## src/hdl/kwt_pkg.sv

```systemverilog
package kwt_pkg;

   // register byte addresses on the bus
   localparam int          KWT_ADDR_W        = 8;
   localparam logic [7:0]  KWT_ADDR_PERIOD   = 8'h00;
   localparam logic [7:0]  KWT_ADDR_COUNT    = 8'h04;
   localparam logic [7:0]  KWT_ADDR_CTRL1    = 8'h08;
   localparam logic [7:0]  KWT_ADDR_CTRL2    = 8'h0C;
   localparam logic [7:0]  KWT_ADDR_PRESC    = 8'h10;

   // control_register_one fields
   localparam int          KWT_DIVIDE_LSB    = 0;
   localparam int          KWT_SELECT_LSB    = 4;
   localparam int          KWT_FREE_BIT      = 8;
   localparam int          KWT_SOFT_BIT      = 9;

   // control_register_two fields
   localparam int          KWT_KEY_LSB       = 0;
   localparam int          KWT_PMODE_BIT     = 12;
   localparam int          KWT_ENABLE_BIT    = 14;
   localparam int          KWT_FLAG_BIT      = 15;

   // reset values
   localparam logic [15:0] KWT_PERIOD_RESET  = 16'hFFFF;
   localparam logic [15:0] KWT_COUNT_RESET   = 16'hFFFF;
   localparam logic [15:0] KWT_PRESC_RESET   = 16'h0000;
   localparam logic [3:0]  KWT_DIVIDE_RESET  = 4'hF;
   localparam logic        KWT_PMODE_RESET   = 1'b1;

   // service keys
   localparam logic [11:0] KWT_KEY_ARM       = 12'h5C6;
   localparam logic [11:0] KWT_KEY_SERVICE   = 12'hA7E;

   // timeout event selection
   typedef enum logic [1:0] {
      KWT_SEL_INTERRUPT = 2'h0,
      KWT_SEL_RESET     = 2'h1,
      KWT_SEL_NMI       = 2'h2,
      KWT_SEL_NONE      = 2'h3
   } kwt_select_type;
   localparam logic [1:0]  KWT_SELECT_RESET  = 2'h3;

   // watchdog states, one-hot
   typedef enum logic [3:0] {
      KWT_ST_INIT    = 4'h1,
      KWT_ST_PRE     = 4'h2,
      KWT_ST_ACTIVE  = 4'h4,
      KWT_ST_TIMEOUT = 4'h8
   } kwt_state_type;

   // indirect prescaler presets, indexed by the divide field
   localparam logic [15:0] KWT_PRESET_TABLE [16] = '{
      16'h0001, 16'h0003, 16'h0007, 16'h000F, 16'h001F, 16'h003F, 16'h007F, 16'h00FF,
      16'h01FF, 16'h03FF, 16'h07FF, 16'h0FFF, 16'h1FFF, 16'h3FFF, 16'h7FFF, 16'hFFFF
   };

   // bus responses
   localparam logic [1:0]  KWT_RESP_OKAY     = 2'h0;
   localparam logic [1:0]  KWT_RESP_SLVERR   = 2'h2;

endpackage

```

## src/hdl/kwt_axi_slave.sv

```systemverilog
`timescale 1ns/1ns
module kwt_axi_slave
   import kwt_pkg::*;
(
   input  wire logic                  clk,
   input  wire logic                  nrst,
   input  wire logic [KWT_ADDR_W-1:0] s_axi_awaddr,
   input  wire logic                  s_axi_awvalid,
   output logic                       s_axi_awready,
   input  wire logic [31:0]           s_axi_wdata,
   input  wire logic [3:0]            s_axi_wstrb,
   input  wire logic                  s_axi_wvalid,
   output logic                       s_axi_wready,
   output logic      [1:0]            s_axi_bresp,
   output logic                       s_axi_bvalid,
   input  wire logic                  s_axi_bready,
   input  wire logic [KWT_ADDR_W-1:0] s_axi_araddr,
   input  wire logic                  s_axi_arvalid,
   output logic                       s_axi_arready,
   output logic      [31:0]           s_axi_rdata,
   output logic      [1:0]            s_axi_rresp,
   output logic                       s_axi_rvalid,
   input  wire logic                  s_axi_rready,
   output logic                       wr_en,
   output logic      [KWT_ADDR_W-1:0] wr_addr,
   output logic      [31:0]           wr_data,
   output logic      [3:0]            wr_strb,
   input  wire logic                  wr_hit,
   input  wire logic [31:0]           rd_data,
   input  wire logic                  rd_hit
);

   typedef struct packed {
      logic                  aw_held;
      logic                  w_held;
      logic [KWT_ADDR_W-1:0] addr;
      logic [31:0]           data;
      logic [3:0]            strb;
      logic                  bvalid;
      logic [1:0]            bresp;
      logic                  rvalid;
      logic [31:0]           rdata;
      logic [1:0]            rresp;
   } kwt_bus_type;

   kwt_bus_type bus_reg;
   kwt_bus_type bus_next;

   assign s_axi_awready = !bus_reg.aw_held && !bus_reg.bvalid;
   assign s_axi_wready  = !bus_reg.w_held && !bus_reg.bvalid;
   assign s_axi_arready = !bus_reg.rvalid;
   assign s_axi_bvalid  = bus_reg.bvalid;
   assign s_axi_bresp   = bus_reg.bresp;
   assign s_axi_rvalid  = bus_reg.rvalid;
   assign s_axi_rdata   = bus_reg.rdata;
   assign s_axi_rresp   = bus_reg.rresp;
   // the write reaches the core in the cycle both halves are held
   assign wr_en         = bus_reg.aw_held && bus_reg.w_held;
   assign wr_addr       = bus_reg.addr;
   assign wr_data       = bus_reg.data;
   assign wr_strb       = bus_reg.strb;

   always_comb begin
      bus_next = bus_reg;
      if (s_axi_awvalid && s_axi_awready) begin
         bus_next.aw_held = 1'b1;
         bus_next.addr    = s_axi_awaddr;
      end
      if (s_axi_wvalid && s_axi_wready) begin
         bus_next.w_held = 1'b1;
         bus_next.data   = s_axi_wdata;
         bus_next.strb   = s_axi_wstrb;
      end
      if (wr_en) begin
         bus_next.aw_held = 1'b0;
         bus_next.w_held  = 1'b0;
         bus_next.bvalid  = 1'b1;
         bus_next.bresp   = wr_hit ? KWT_RESP_OKAY : KWT_RESP_SLVERR;
      end else if (bus_reg.bvalid && s_axi_bready) begin
         bus_next.bvalid = 1'b0;
      end
      if (s_axi_arvalid && s_axi_arready) begin
         bus_next.rvalid = 1'b1;
         bus_next.rdata  = rd_data;
         bus_next.rresp  = rd_hit ? KWT_RESP_OKAY : KWT_RESP_SLVERR;
      end else if (bus_reg.rvalid && s_axi_rready) begin
         bus_next.rvalid = 1'b0;
      end
   end

   always_ff @(posedge clk or negedge nrst) begin
      if (!nrst) begin
         bus_reg <= '0;
      end else begin
         bus_reg <= bus_next;
      end
   end

endmodule // kwt_axi_slave

```

## src/hdl/kwt_preset.sv

```systemverilog
`timescale 1ns/1ns
module kwt_preset
   import kwt_pkg::*;
(
   input  wire logic [3:0]  divide,
   input  wire logic        prescale_mode_bit,
   output logic      [15:0] load_value
);

   always_comb begin
      if (prescale_mode_bit) begin
         load_value = KWT_PRESET_TABLE[divide];
      end else begin
         load_value = {12'h000, divide};
      end
   end

endmodule // kwt_preset

```

## src/hdl/kwt_watchdog.sv

```systemverilog
// Our own choices: the address map and the AXI4-Lite slave port.
`timescale 1ns/1ns
module kwt_watchdog
   import kwt_pkg::*;
(
   input  wire logic                  clk,
   input  wire logic                  nrst,
   input  wire logic [KWT_ADDR_W-1:0] s_axi_awaddr,
   input  wire logic                  s_axi_awvalid,
   output logic                       s_axi_awready,
   input  wire logic [31:0]           s_axi_wdata,
   input  wire logic [3:0]            s_axi_wstrb,
   input  wire logic                  s_axi_wvalid,
   output logic                       s_axi_wready,
   output logic      [1:0]            s_axi_bresp,
   output logic                       s_axi_bvalid,
   input  wire logic                  s_axi_bready,
   input  wire logic [KWT_ADDR_W-1:0] s_axi_araddr,
   input  wire logic                  s_axi_arvalid,
   output logic                       s_axi_arready,
   output logic      [31:0]           s_axi_rdata,
   output logic      [1:0]            s_axi_rresp,
   output logic                       s_axi_rvalid,
   input  wire logic                  s_axi_rready,
   input  wire logic                  clock_generator_domain_idle_status_bit,
   input  wire logic                  emulation_halt,
   output logic                       timeout_interrupt,
   output logic                       timeout_reset,
   output logic                       timeout_nmi
);

   typedef struct packed {
      kwt_state_type state;
      logic [15:0]   period_value;
      logic [15:0]   main_count;
      logic [15:0]   prescale_count;
      logic [3:0]    prescale_divide_field;
      logic [1:0]    timeout_event_select;
      logic          free_run;
      logic          soft_stop;
      logic          prescale_mode_bit;
      logic          armed;
      logic          timeout_flag;
      logic          event_interrupt;
      logic          event_reset;
      logic          event_nmi;
   } kwt_core_type;

   localparam kwt_core_type KWT_CORE_RESET = '{
      state:                 KWT_ST_INIT,
      period_value:          KWT_PERIOD_RESET,
      main_count:            KWT_COUNT_RESET,
      prescale_count:        KWT_PRESC_RESET,
      prescale_divide_field: KWT_DIVIDE_RESET,
      timeout_event_select:  KWT_SELECT_RESET,
      free_run:              1'b0,
      soft_stop:             1'b0,
      prescale_mode_bit:     KWT_PMODE_RESET,
      armed:                 1'b0,
      timeout_flag:          1'b0,
      event_interrupt:       1'b0,
      event_reset:           1'b0,
      event_nmi:             1'b0
   };

   kwt_core_type               core_reg;
   kwt_core_type               core_next;
   logic                       wr_en;
   logic      [KWT_ADDR_W-1:0] wr_addr;
   logic      [31:0]           wr_data;
   logic      [3:0]            wr_strb;
   logic                       wr_hit;
   logic      [31:0]           rd_data;
   logic                       rd_hit;
   logic      [15:0]           preset_load;
   logic                       load_mode;
   logic      [31:0]           merged;
   logic      [11:0]           key;
   logic                       clock_live;
   logic                       count_live;
   logic                       service;
   logic                       bad_key;

   // address decode shared by the read and the write path
   function automatic logic kwt_mapped(input logic [KWT_ADDR_W-1:0] addr);
      kwt_mapped = (addr == KWT_ADDR_PERIOD) || (addr == KWT_ADDR_COUNT) ||
                   (addr == KWT_ADDR_CTRL1) || (addr == KWT_ADDR_CTRL2) ||
                   (addr == KWT_ADDR_PRESC);
   endfunction

   // read image of each register, also the base for byte-lane merging
   function automatic logic [31:0] kwt_image(input kwt_core_type c, input logic [KWT_ADDR_W-1:0] addr);
      logic [31:0] v;
      v = 32'h0000_0000;
      case (addr)
         KWT_ADDR_PERIOD: begin
            v[15:0] = c.period_value;
         end
         KWT_ADDR_COUNT: begin
            v[15:0] = c.main_count;
         end
         KWT_ADDR_CTRL1: begin
            v[KWT_DIVIDE_LSB +: 4] = c.prescale_divide_field;
            v[KWT_SELECT_LSB +: 2] = c.timeout_event_select;
            v[KWT_FREE_BIT]        = c.free_run;
            v[KWT_SOFT_BIT]        = c.soft_stop;
         end
         KWT_ADDR_CTRL2: begin
            // the key field always reads as zero
            v[KWT_PMODE_BIT]  = c.prescale_mode_bit;
            v[KWT_ENABLE_BIT] = (c.state == KWT_ST_ACTIVE);
            v[KWT_FLAG_BIT]   = c.timeout_flag;
         end
         KWT_ADDR_PRESC: begin
            v[15:0] = c.prescale_count;
         end
         default: begin
            v = 32'h0000_0000;
         end
      endcase
      kwt_image = v;
   endfunction

   kwt_axi_slave u_bus (
      .clk           (clk),
      .nrst          (nrst),
      .s_axi_awaddr  (s_axi_awaddr),
      .s_axi_awvalid (s_axi_awvalid),
      .s_axi_awready (s_axi_awready),
      .s_axi_wdata   (s_axi_wdata),
      .s_axi_wstrb   (s_axi_wstrb),
      .s_axi_wvalid  (s_axi_wvalid),
      .s_axi_wready  (s_axi_wready),
      .s_axi_bresp   (s_axi_bresp),
      .s_axi_bvalid  (s_axi_bvalid),
      .s_axi_bready  (s_axi_bready),
      .s_axi_araddr  (s_axi_araddr),
      .s_axi_arvalid (s_axi_arvalid),
      .s_axi_arready (s_axi_arready),
      .s_axi_rdata   (s_axi_rdata),
      .s_axi_rresp   (s_axi_rresp),
      .s_axi_rvalid  (s_axi_rvalid),
      .s_axi_rready  (s_axi_rready),
      .wr_en         (wr_en),
      .wr_addr       (wr_addr),
      .wr_data       (wr_data),
      .wr_strb       (wr_strb),
      .wr_hit        (wr_hit),
      .rd_data       (rd_data),
      .rd_hit        (rd_hit)
   );

   kwt_preset u_preset (
      .divide            (core_reg.prescale_divide_field),
      .prescale_mode_bit (load_mode),
      .load_value        (preset_load)
   );

   assign rd_hit  = kwt_mapped(s_axi_araddr);
   assign rd_data = kwt_image(core_reg, s_axi_araddr);
   assign wr_hit  = kwt_mapped(wr_addr);

   // the enabling write may set the mode bit, so the first load follows the written value
   assign load_mode = (core_reg.state == KWT_ST_PRE && wr_en && wr_addr == KWT_ADDR_CTRL2) ?
                      merged[KWT_PMODE_BIT] : core_reg.prescale_mode_bit;

   assign timeout_interrupt = core_reg.event_interrupt;
   assign timeout_reset     = core_reg.event_reset;
   assign timeout_nmi       = core_reg.event_nmi;

   // byte lanes not strobed keep the current image
   always_comb begin
      merged = kwt_image(core_reg, wr_addr);
      for (int b = 0; b < 4; b++) begin
         if (wr_strb[b]) begin
            merged[8*b +: 8] = wr_data[8*b +: 8];
         end
      end
      // an unstrobed key lane reads as zero, which is a wrong key
      key = {wr_strb[1] ? wr_data[11:8] : 4'h0, wr_strb[0] ? wr_data[7:0] : 8'h00};
   end

   // the clock generator idle stands in for the stopped watchdog clock
   assign clock_live = !clock_generator_domain_idle_status_bit &&
                       (!emulation_halt || core_reg.free_run);
   assign count_live = !clock_generator_domain_idle_status_bit &&
                       (!emulation_halt || core_reg.free_run ||
                        (core_reg.soft_stop && core_reg.main_count != 16'h0000));

   assign service = wr_en && (wr_addr == KWT_ADDR_CTRL2) && core_reg.armed &&
                    (key == KWT_KEY_SERVICE);
   assign bad_key = wr_en && (wr_addr == KWT_ADDR_CTRL2) &&
                    (key != KWT_KEY_ARM) && !service;

   always_comb begin
      core_next                 = core_reg;
      core_next.event_interrupt = 1'b0;
      core_next.event_reset     = 1'b0;
      core_next.event_nmi       = 1'b0;
      case (core_reg.state)
         KWT_ST_INIT: begin
            // configuration is free; counters stay idle until enabled
            if (wr_en) begin
               case (wr_addr)
                  KWT_ADDR_PERIOD: begin
                     core_next.period_value = merged[15:0];
                  end
                  KWT_ADDR_COUNT: begin
                     core_next.main_count = merged[15:0];
                  end
                  KWT_ADDR_CTRL1: begin
                     core_next.prescale_divide_field = merged[KWT_DIVIDE_LSB +: 4];
                     core_next.timeout_event_select  = merged[KWT_SELECT_LSB +: 2];
                     core_next.free_run              = merged[KWT_FREE_BIT];
                     core_next.soft_stop             = merged[KWT_SOFT_BIT];
                  end
                  KWT_ADDR_CTRL2: begin
                     core_next.prescale_mode_bit = merged[KWT_PMODE_BIT];
                     if (key == KWT_KEY_ARM) begin
                        core_next.state = KWT_ST_PRE;
                        core_next.armed = 1'b1;
                     end
                  end
                  default: begin
                  end
               endcase
            end
         end
         KWT_ST_PRE: begin
            if (wr_en) begin
               case (wr_addr)
                  KWT_ADDR_PERIOD: begin
                     core_next.period_value = merged[15:0];
                  end
                  KWT_ADDR_COUNT: begin
                     core_next.main_count = merged[15:0];
                  end
                  KWT_ADDR_CTRL1: begin
                     core_next.prescale_divide_field = merged[KWT_DIVIDE_LSB +: 4];
                     core_next.timeout_event_select  = merged[KWT_SELECT_LSB +: 2];
                     core_next.free_run              = merged[KWT_FREE_BIT];
                     core_next.soft_stop             = merged[KWT_SOFT_BIT];
                  end
                  KWT_ADDR_CTRL2: begin
                     // a write without a correct key is dropped here
                     if (key == KWT_KEY_ARM) begin
                        core_next.prescale_mode_bit = merged[KWT_PMODE_BIT];
                        core_next.armed             = 1'b1;
                     end else if (key == KWT_KEY_SERVICE) begin
                        core_next.prescale_mode_bit = merged[KWT_PMODE_BIT];
                        core_next.armed             = 1'b0;
                        if (merged[KWT_ENABLE_BIT]) begin
                           core_next.state          = KWT_ST_ACTIVE;
                           core_next.main_count     = core_reg.period_value;
                           core_next.prescale_count = preset_load;
                        end else begin
                           core_next.state = KWT_ST_INIT;
                        end
                     end
                  end
                  default: begin
                  end
               endcase
            end
         end
         KWT_ST_ACTIVE: begin
            // settings are frozen and the enable bit cannot be cleared
            if (clock_live && core_reg.main_count == 16'h0000) begin
               core_next.state = KWT_ST_TIMEOUT;
            end else if (bad_key) begin
               core_next.state = KWT_ST_TIMEOUT;
            end else if (service) begin
               core_next.armed          = 1'b0;
               core_next.main_count     = core_reg.period_value;
               core_next.prescale_count = preset_load;
            end else begin
               if (wr_en && wr_addr == KWT_ADDR_CTRL2) begin
                  core_next.armed = 1'b1;
               end
               if (count_live) begin
                  if (core_reg.prescale_count == 16'h0000) begin
                     core_next.prescale_count = preset_load;
                     core_next.main_count     = core_reg.main_count - 16'h0001;
                  end else begin
                     core_next.prescale_count = core_reg.prescale_count - 16'h0001;
                  end
               end
            end
            if (core_next.state == KWT_ST_TIMEOUT) begin
               core_next.timeout_flag = 1'b1;
               core_next.armed        = 1'b0;
               case (core_reg.timeout_event_select)
                  KWT_SEL_INTERRUPT: begin
                     core_next.event_interrupt = 1'b1;
                  end
                  KWT_SEL_RESET: begin
                     core_next.event_reset = 1'b1;
                  end
                  KWT_SEL_NMI: begin
                     core_next.event_nmi = 1'b1;
                  end
                  default: begin
                  end
               endcase
            end
         end
         KWT_ST_TIMEOUT: begin
            // dead until reset: counters hold and the event stays cut off
            core_next.state = KWT_ST_TIMEOUT;
         end
         default: begin
            core_next = KWT_CORE_RESET;
         end
      endcase
   end

   always_ff @(posedge clk or negedge nrst) begin
      if (!nrst) begin
         core_reg <= KWT_CORE_RESET;
      end else begin
         core_reg <= core_next;
      end
   end

endmodule // kwt_watchdog

```

## config.mk

```make
export PLATFORM = sky130hd
export DESIGN_NAME = kwt_watchdog
export DESIGN_NICKNAME = d
export VERILOG_FILES = /design/src/hdl/kwt_pkg.sv /design/src/hdl/kwt_axi_slave.sv /design/src/hdl/kwt_preset.sv /design/src/hdl/kwt_watchdog.sv
export SDC_FILE = /design/constraint.sdc
export NUM_CORES = 1
export LEC_CHECK = 0
export ABC_AREA = 1
export BUFFER_PORTS_ARGS = -buffer_cell sky130_fd_sc_hd__buf_2
export CAP_MARGIN = 20
export CORE_MARGIN = 10
export CORE_UTILIZATION = 60
export DETAILED_ROUTE_END_ITERATION = 6
export PLACE_DENSITY = 0.83
export SYNTH_ARGS = -nofsm -noshare
export SYNTH_HDL_FRONTEND = slang
export SYNTH_HIERARCHICAL = 1
export SYNTH_SLANG_ARGS = --single-unit
```

## constraint.sdc

```tcl
create_clock -name clk -period 3.9 [get_ports clk]
set_clock_uncertainty 0.05 [all_clocks]
set_input_delay 0.39 -clock clk [delete_from_list [all_inputs] [get_ports clk]]
set_output_delay 0.39 -clock clk [all_outputs]
set_load 0.01 [all_outputs]
```

==> results of run 1 <==
[critical path, delay by kind of cell, from the launching register on]
family,cells,cell delay [ns]
buf+inv,2,0.44
simple gates,9,1.02
compound gates,5,1.11
flops,1,0.40
[worst paths after layout]
path | from | to | slack (ns)
setup / recovery | u_bus/wr_addr[7]$_DFFE_PN0P_ | core_reg[24]$_DFFE_PN0P_ | 0.81
min in group asynchronous | nrst | u_bus/s_axi_rdata[16]$_DFFE_PN0P_ | 0.48
hold reg to reg | u_bus/s_axi_rdata[18]$_DFFE_PN0P_ | u_bus/s_axi_rdata[18]$_DFFE_PN0P_ | 0.41
max in group asynchronous | nrst | core_reg[47]$_DFFE_PN1P_ | 2.44
setup reg to reg | u_bus/wr_addr[7]$_DFFE_PN0P_ | core_reg[24]$_DFFE_PN0P_ | 0.81
hold / removal | s_axi_rready | u_bus/s_axi_rvalid$_DFFE_PN0P_ | 0.11
[final cells by class]
type | count | share of cell area [%]
flip-flops and latches | 130 | 33.5
clock inverters | 12 | 1.08
clock buffers | 20 | 4.63
multi-input cells | 991 | 48.1
diodes | 1 | 0.0254
inverters | 135 | 5.17
repair buffers | 93 | 5.13
well taps | 188 | 2.39
[metrics by stage]
step                setup WS (ns)  instance area, sq um  power (mW)
CTS                         0.900                  9860        5.70
global route                0.451                  9860        6.10
floorplan                    1.16                  9370        3.79
global placement            0.987                  9280        4.10
detailed placement          0.930                  9280        4.16
finish                      0.807                  9860        5.75
[repair_timing]
action | 4_1_cts | 5_1_grt
endpoints found under the hold margin | 42 | 0
buffers inserted | 0 | 0
hold buffers | 1 | 0
[report_power, final]
part	switching [mW]	internal, mW	total, mW
clock network	0.620	0.909	1.53
logic	1.35	0.610	1.96
registers	0.451	1.82	2.27
total	2.42	3.33	5.75
[placed cells by master (no fill, tap or decap), drive strengths merged, types with 38 or more instances in the layout]
master    n
inv     135
dfrtp    90
buf      92
nor2    118
nand2   454
dfstp    40
o21ai    69
a21oi    38
nand3   199
[per-layer routing]
| layer | track usage (%) | wire, um | vias up |
|---|---|---|---|
| li1 | - | - | 4323 |
| met1 | 38.4 | 12000 | 4178 |
| met2 | 40.6 | 12500 | 505 |
| met3 | 7.15 | 3120 | 76 |
| met4 | 10.5 | 1020 | 0 |
| met5 | 0 | 0 | - |
==> impl_metrics.env, run 1 <==
export IMPL_dp_cells=1536
export IMPL_finalHoldViolations=0
export IMPL_period_share_pct=79.3
export IMPL_synth_cell_area_sq_um=9310
export IMPL_dp_hpwl_mm=21.0
export IMPL_tns_ns=0
export IMPL_antenna_found_initial=0
export IMPL_overflow=0
export IMPL_ir_worst_vdd_mv=0.474
export IMPL_drv_slew=0
export IMPL_reg2reg_depth=16
export IMPL_clk_insertion_delay_late_ns=0.43
export IMPL_cp_slowest_cell="dfrtp_1"
export IMPL_grt_first_pass_wirelength_mm=45.4
export IMPL_antenna_left=0
export IMPL_cts_clk_slew_worst_paths_ns=0.06
export IMPL_whs_path_depth=2
export IMPL_ioPinCount=105
export IMPL_crit_path_end_kind="flip-flop"
export IMPL_regArea_sq_um=3300
export IMPL_place_port_buffers=84
export IMPL_cp_cell_sequence="nor2_2 -> nand2_2 -> inv_2 -> nand2_2 -> o21ai_0 -> nor2_1 -> a21boi_0 -> nor2_1 -> a21oi_1 -> buf_4 -> nand2_2 -> a21oi_1 -> nand2_1 -> a21oi_1 -> nand2_1 -> nand2_1"
export IMPL_core_area_sq_um=15200
export IMPL_ys_warnings_count=6
export IMPL_place_gp_congestion=1.00
export IMPL_drtIter0Drc=1208
export IMPL_slew_headroom_pct=50.6
export IMPL_fillers=1411
export IMPL_critPathArrivalTime_ns=3.41
export IMPL_grt_max_degree=82
export IMPL_die_area_sq_um=20900
export IMPL_setup_viol=0
export IMPL_crit_path_max_incr_delay_ns=0.40
export IMPL_path_class="flip-flop to flip-flop"
export IMPL_largest_reg_flops=63
export IMPL_holdCritPathClass="primary input to flip-flop"
export IMPL_initial_core_util_pct=61.2
export IMPL_drc=0
export IMPL_tightest_slew_ns=0.740
export IMPL_clk_path_buf_depth=2
export IMPL_htree_levels=4
export IMPL_avgSynthCellArea_sq_um=6.85
export IMPL_track_usage_pct=27.8
export IMPL_syn2layout_area_growth_pct=5.89
export IMPL_synthCells=1360
export IMPL_cp_max_fo=11
export IMPL_drtPass1Iterations=6
export IMPL_cts_resized=0
export IMPL_fmax_ghz=0.323
export IMPL_multi_input_area_sq_um=4740
export IMPL_final_nets=1433
export IMPL_rsz0062_at_grt="false"
export IMPL_vias=9082
export IMPL_drive_gt1_share_pct=16.9
export IMPL_cp_data_required_time_ns=4.21
export IMPL_hold_ws_ns=0.111
export IMPL_min_period_ns=3.09
export IMPL_root_buffer="clkbuf_16"
export IMPL_die_x_um=145
export IMPL_die_y_um=145
export IMPL_cts_tree="yes"
export IMPL_grt_pass1_vias=8270
export IMPL_wl_per_cell_um=18.3
export IMPL_drv_cap=0
export IMPL_cts_sinks=130
export IMPL_viasPerCell=5.78
export IMPL_final_util_pct=64.8
export IMPL_leakage_nw=5.19
export IMPL_wl_mm=28.7
export IMPL_powerDensity_nw_per_um2=584
export IMPL_status="finished clean"
export IMPL_finalNonFillerCells=1570
export IMPL_rows=45
export IMPL_cts_buffers=17
export IMPL_cp_start_kind="flip-flop"
(Power assumes the default switching activity.)
==> inputs of run 2 (changes only) <==
clock period = 3.24 ns   (was 3.9 ns; I/O delays follow)
==> impl_metrics.env, run 2 (synthesis gave the netlist of run 1 again) <==
export IMPL_cp_max_fo=17
export IMPL_fmax_ghz=0.354
export IMPL_rsz0062_at_grt="false"
export IMPL_initial_core_util_pct=61.2
export IMPL_fin_area_sq_um=10000
export IMPL_syn2layout_area_growth_pct=7.46
export IMPL_cts_sinks=130
export IMPL_status="complete, but fails checks"
export IMPL_critPathArrivalTime_ns=3.12
export IMPL_setup_viol=0
export IMPL_cts_clk_slew_worst_paths_ns=0.06
export IMPL_leakage_nw=5.28
export IMPL_holdCritPathClass="primary input to flip-flop"
export IMPL_layout_common_cells="nand2_1, nand3_1, inv_1"
export IMPL_grt_first_pass_wirelength_mm=44.6
export IMPL_placed_cell_area_sq_um=9350
export IMPL_layout_commonest_cell="nand2_1"
export IMPL_cts_resized=0
export IMPL_final_nets=1442
export IMPL_hold_start="s_axi_bready"
export IMPL_period_share_pct=87.1
export IMPL_cts_tree="yes"
export IMPL_cp_startpoint="u_bus/wr_strb[0]$_DFFE_PN0P_"
export IMPL_vias=9020
export IMPL_drc=1
export IMPL_die_y_um=145
export IMPL_grt_max_degree=60
export IMPL_finalHoldViolations=0
export IMPL_tns_ns=0
export IMPL_die_x_um=145
export IMPL_hold_ws_ns=0.0519
export IMPL_clk_insertion_delay_late_ns=0.43
export IMPL_dp_hpwl_mm=20.7
export IMPL_drive_gt1_share_pct=17.6
export IMPL_antenna_left=0
export IMPL_powerDensity_nw_per_um2=721
export IMPL_largest_reg_flops=63
export IMPL_whs_path_depth=2
export IMPL_crit_reg2reg_launch="u_bus/wr_strb[0]$_DFFE_PN0P_"
export IMPL_drv_slew=0
export IMPL_drv_cap=0
export IMPL_cts_setup_buffers=0
export IMPL_drtIter0Drc=1074
export IMPL_tightest_slew_ns=0.752
export IMPL_min_period_ns=2.82
export IMPL_rows=45
export IMPL_root_buffer="clkbuf_16"
export IMPL_drtPass1Iterations=7
export IMPL_cts_hold_buffers=1
export IMPL_slew_headroom_pct=49.8
export IMPL_track_usage_pct=27.6
export IMPL_violations="DRC"
export IMPL_place_gp_congestion=1.02
export IMPL_viasPerCell=5.72
export IMPL_clk_path_buf_depth=2
export IMPL_reg2reg_depth=11
export IMPL_ir_worst_vdd_mv=0.415
export IMPL_die_area_sq_um=20900
export IMPL_path_class="flip-flop to flip-flop"
export IMPL_htree_levels=4
export IMPL_cp_start_kind="flip-flop"
export IMPL_antenna_found_initial=0
export IMPL_diodes=0
export IMPL_wl_per_cell_um=17.8
export IMPL_rrSetupSlack_ns=0.42
export IMPL_cp_data_required_time_ns=3.54
export IMPL_wl_mm=28.2
export IMPL_crit_path_end_kind="flip-flop"
export IMPL_grt_pass1_vias=8385
export IMPL_cts_buffers=17
export IMPL_overflow=0
export IMPL_core_area_sq_um=15200
export IMPL_ioPinCount=105
export IMPL_place_port_buffers=84
## run 2: cell count changes in the layout (fill, tap and decap cells not counted)
| cell | change |
|---|---|
| diode_2 | -1 |
| clkinvlp_4 | -2 |
| clkbuf_1 | -1 |
| buf_4 | +9 |
| bufinv_16 | +3 |
| clkbuf_8 | +1 |
| clkinv_1 | -1 |
## run 2: worst paths after layout
kind                                                endpoint
max                                 core_reg[43]$_DFFE_PN1P_
min                           u_bus/s_axi_bvalid$_DFFE_PN0P_
max reg2reg                         core_reg[43]$_DFFE_PN1P_
min reg2reg                u_bus/s_axi_rdata[26]$_DFFE_PN0P_
max in group asynchronous           core_reg[62]$_DFFE_PN1P_
min in group asynchronous       u_bus/wr_addr[7]$_DFFE_PN0P_
## run 2: layout make-up
type,count,area [sq um]
Clock inverter,12,178
Clock buffer,20,467
Sequential cell,130,3300
Timing Repair Buffer,102,573
Fill cell,1328,5200
Inverter,135,509
Multi-Input combinational cell,991,4740
Tap cell,188,235
## run 2: where the power goes
| part | total [mW] | internal [mW] | leakage (nW) | switching, mW |
|---|---|---|---|---|
| registers | 2.72 | 2.19 | 1.60 | 0.532 |
| logic | 2.39 | 0.762 | 3.36 | 1.62 |
| clock network | 2.11 | 1.35 | 0.317 | 0.760 |
| total | 7.22 | 4.30 | 5.28 | 2.92 |
## run 2: metrics by stage
step / util [%] / setup slack, ns / total power, mW / std cells
final: 65.8 / 0.419 / 7.22 / 1578
after floorplan: - / 0.503 / 4.56 / 1376
after CTS: 65.8 / 0.510 / 7.16 / 1578
after global placement: 61.5 / 0.575 / 4.97 / 1545
after global routing: 65.8 / 0.171 / 7.64 / 1578
after detailed placement: 61.5 / 0.545 / 5.03 / 1545
## run 2: layer usage
metal	global-route usage [%]	vias to the layer above	share of wire, %
met5	0	-	0
met3	7.58	90	10
met1	35.7	4111	41
li1	-	4340	-
met2	41.9	479	45
met4	12.6	0	4.1
## run 2: critical path, stage by stage, from the launching register on
cell and delay (ns):
dfrtp_1 0.70, nand3_1 0.19, nor2_1 0.19, nand3_1 0.17, nor2_4 0.34, nor2_2 0.14
nand2_1 0.12, nand2_4 0.08, inv_2 0.06, nand3_2 0.39, nand2_1 0.22, nand2_1 0.08
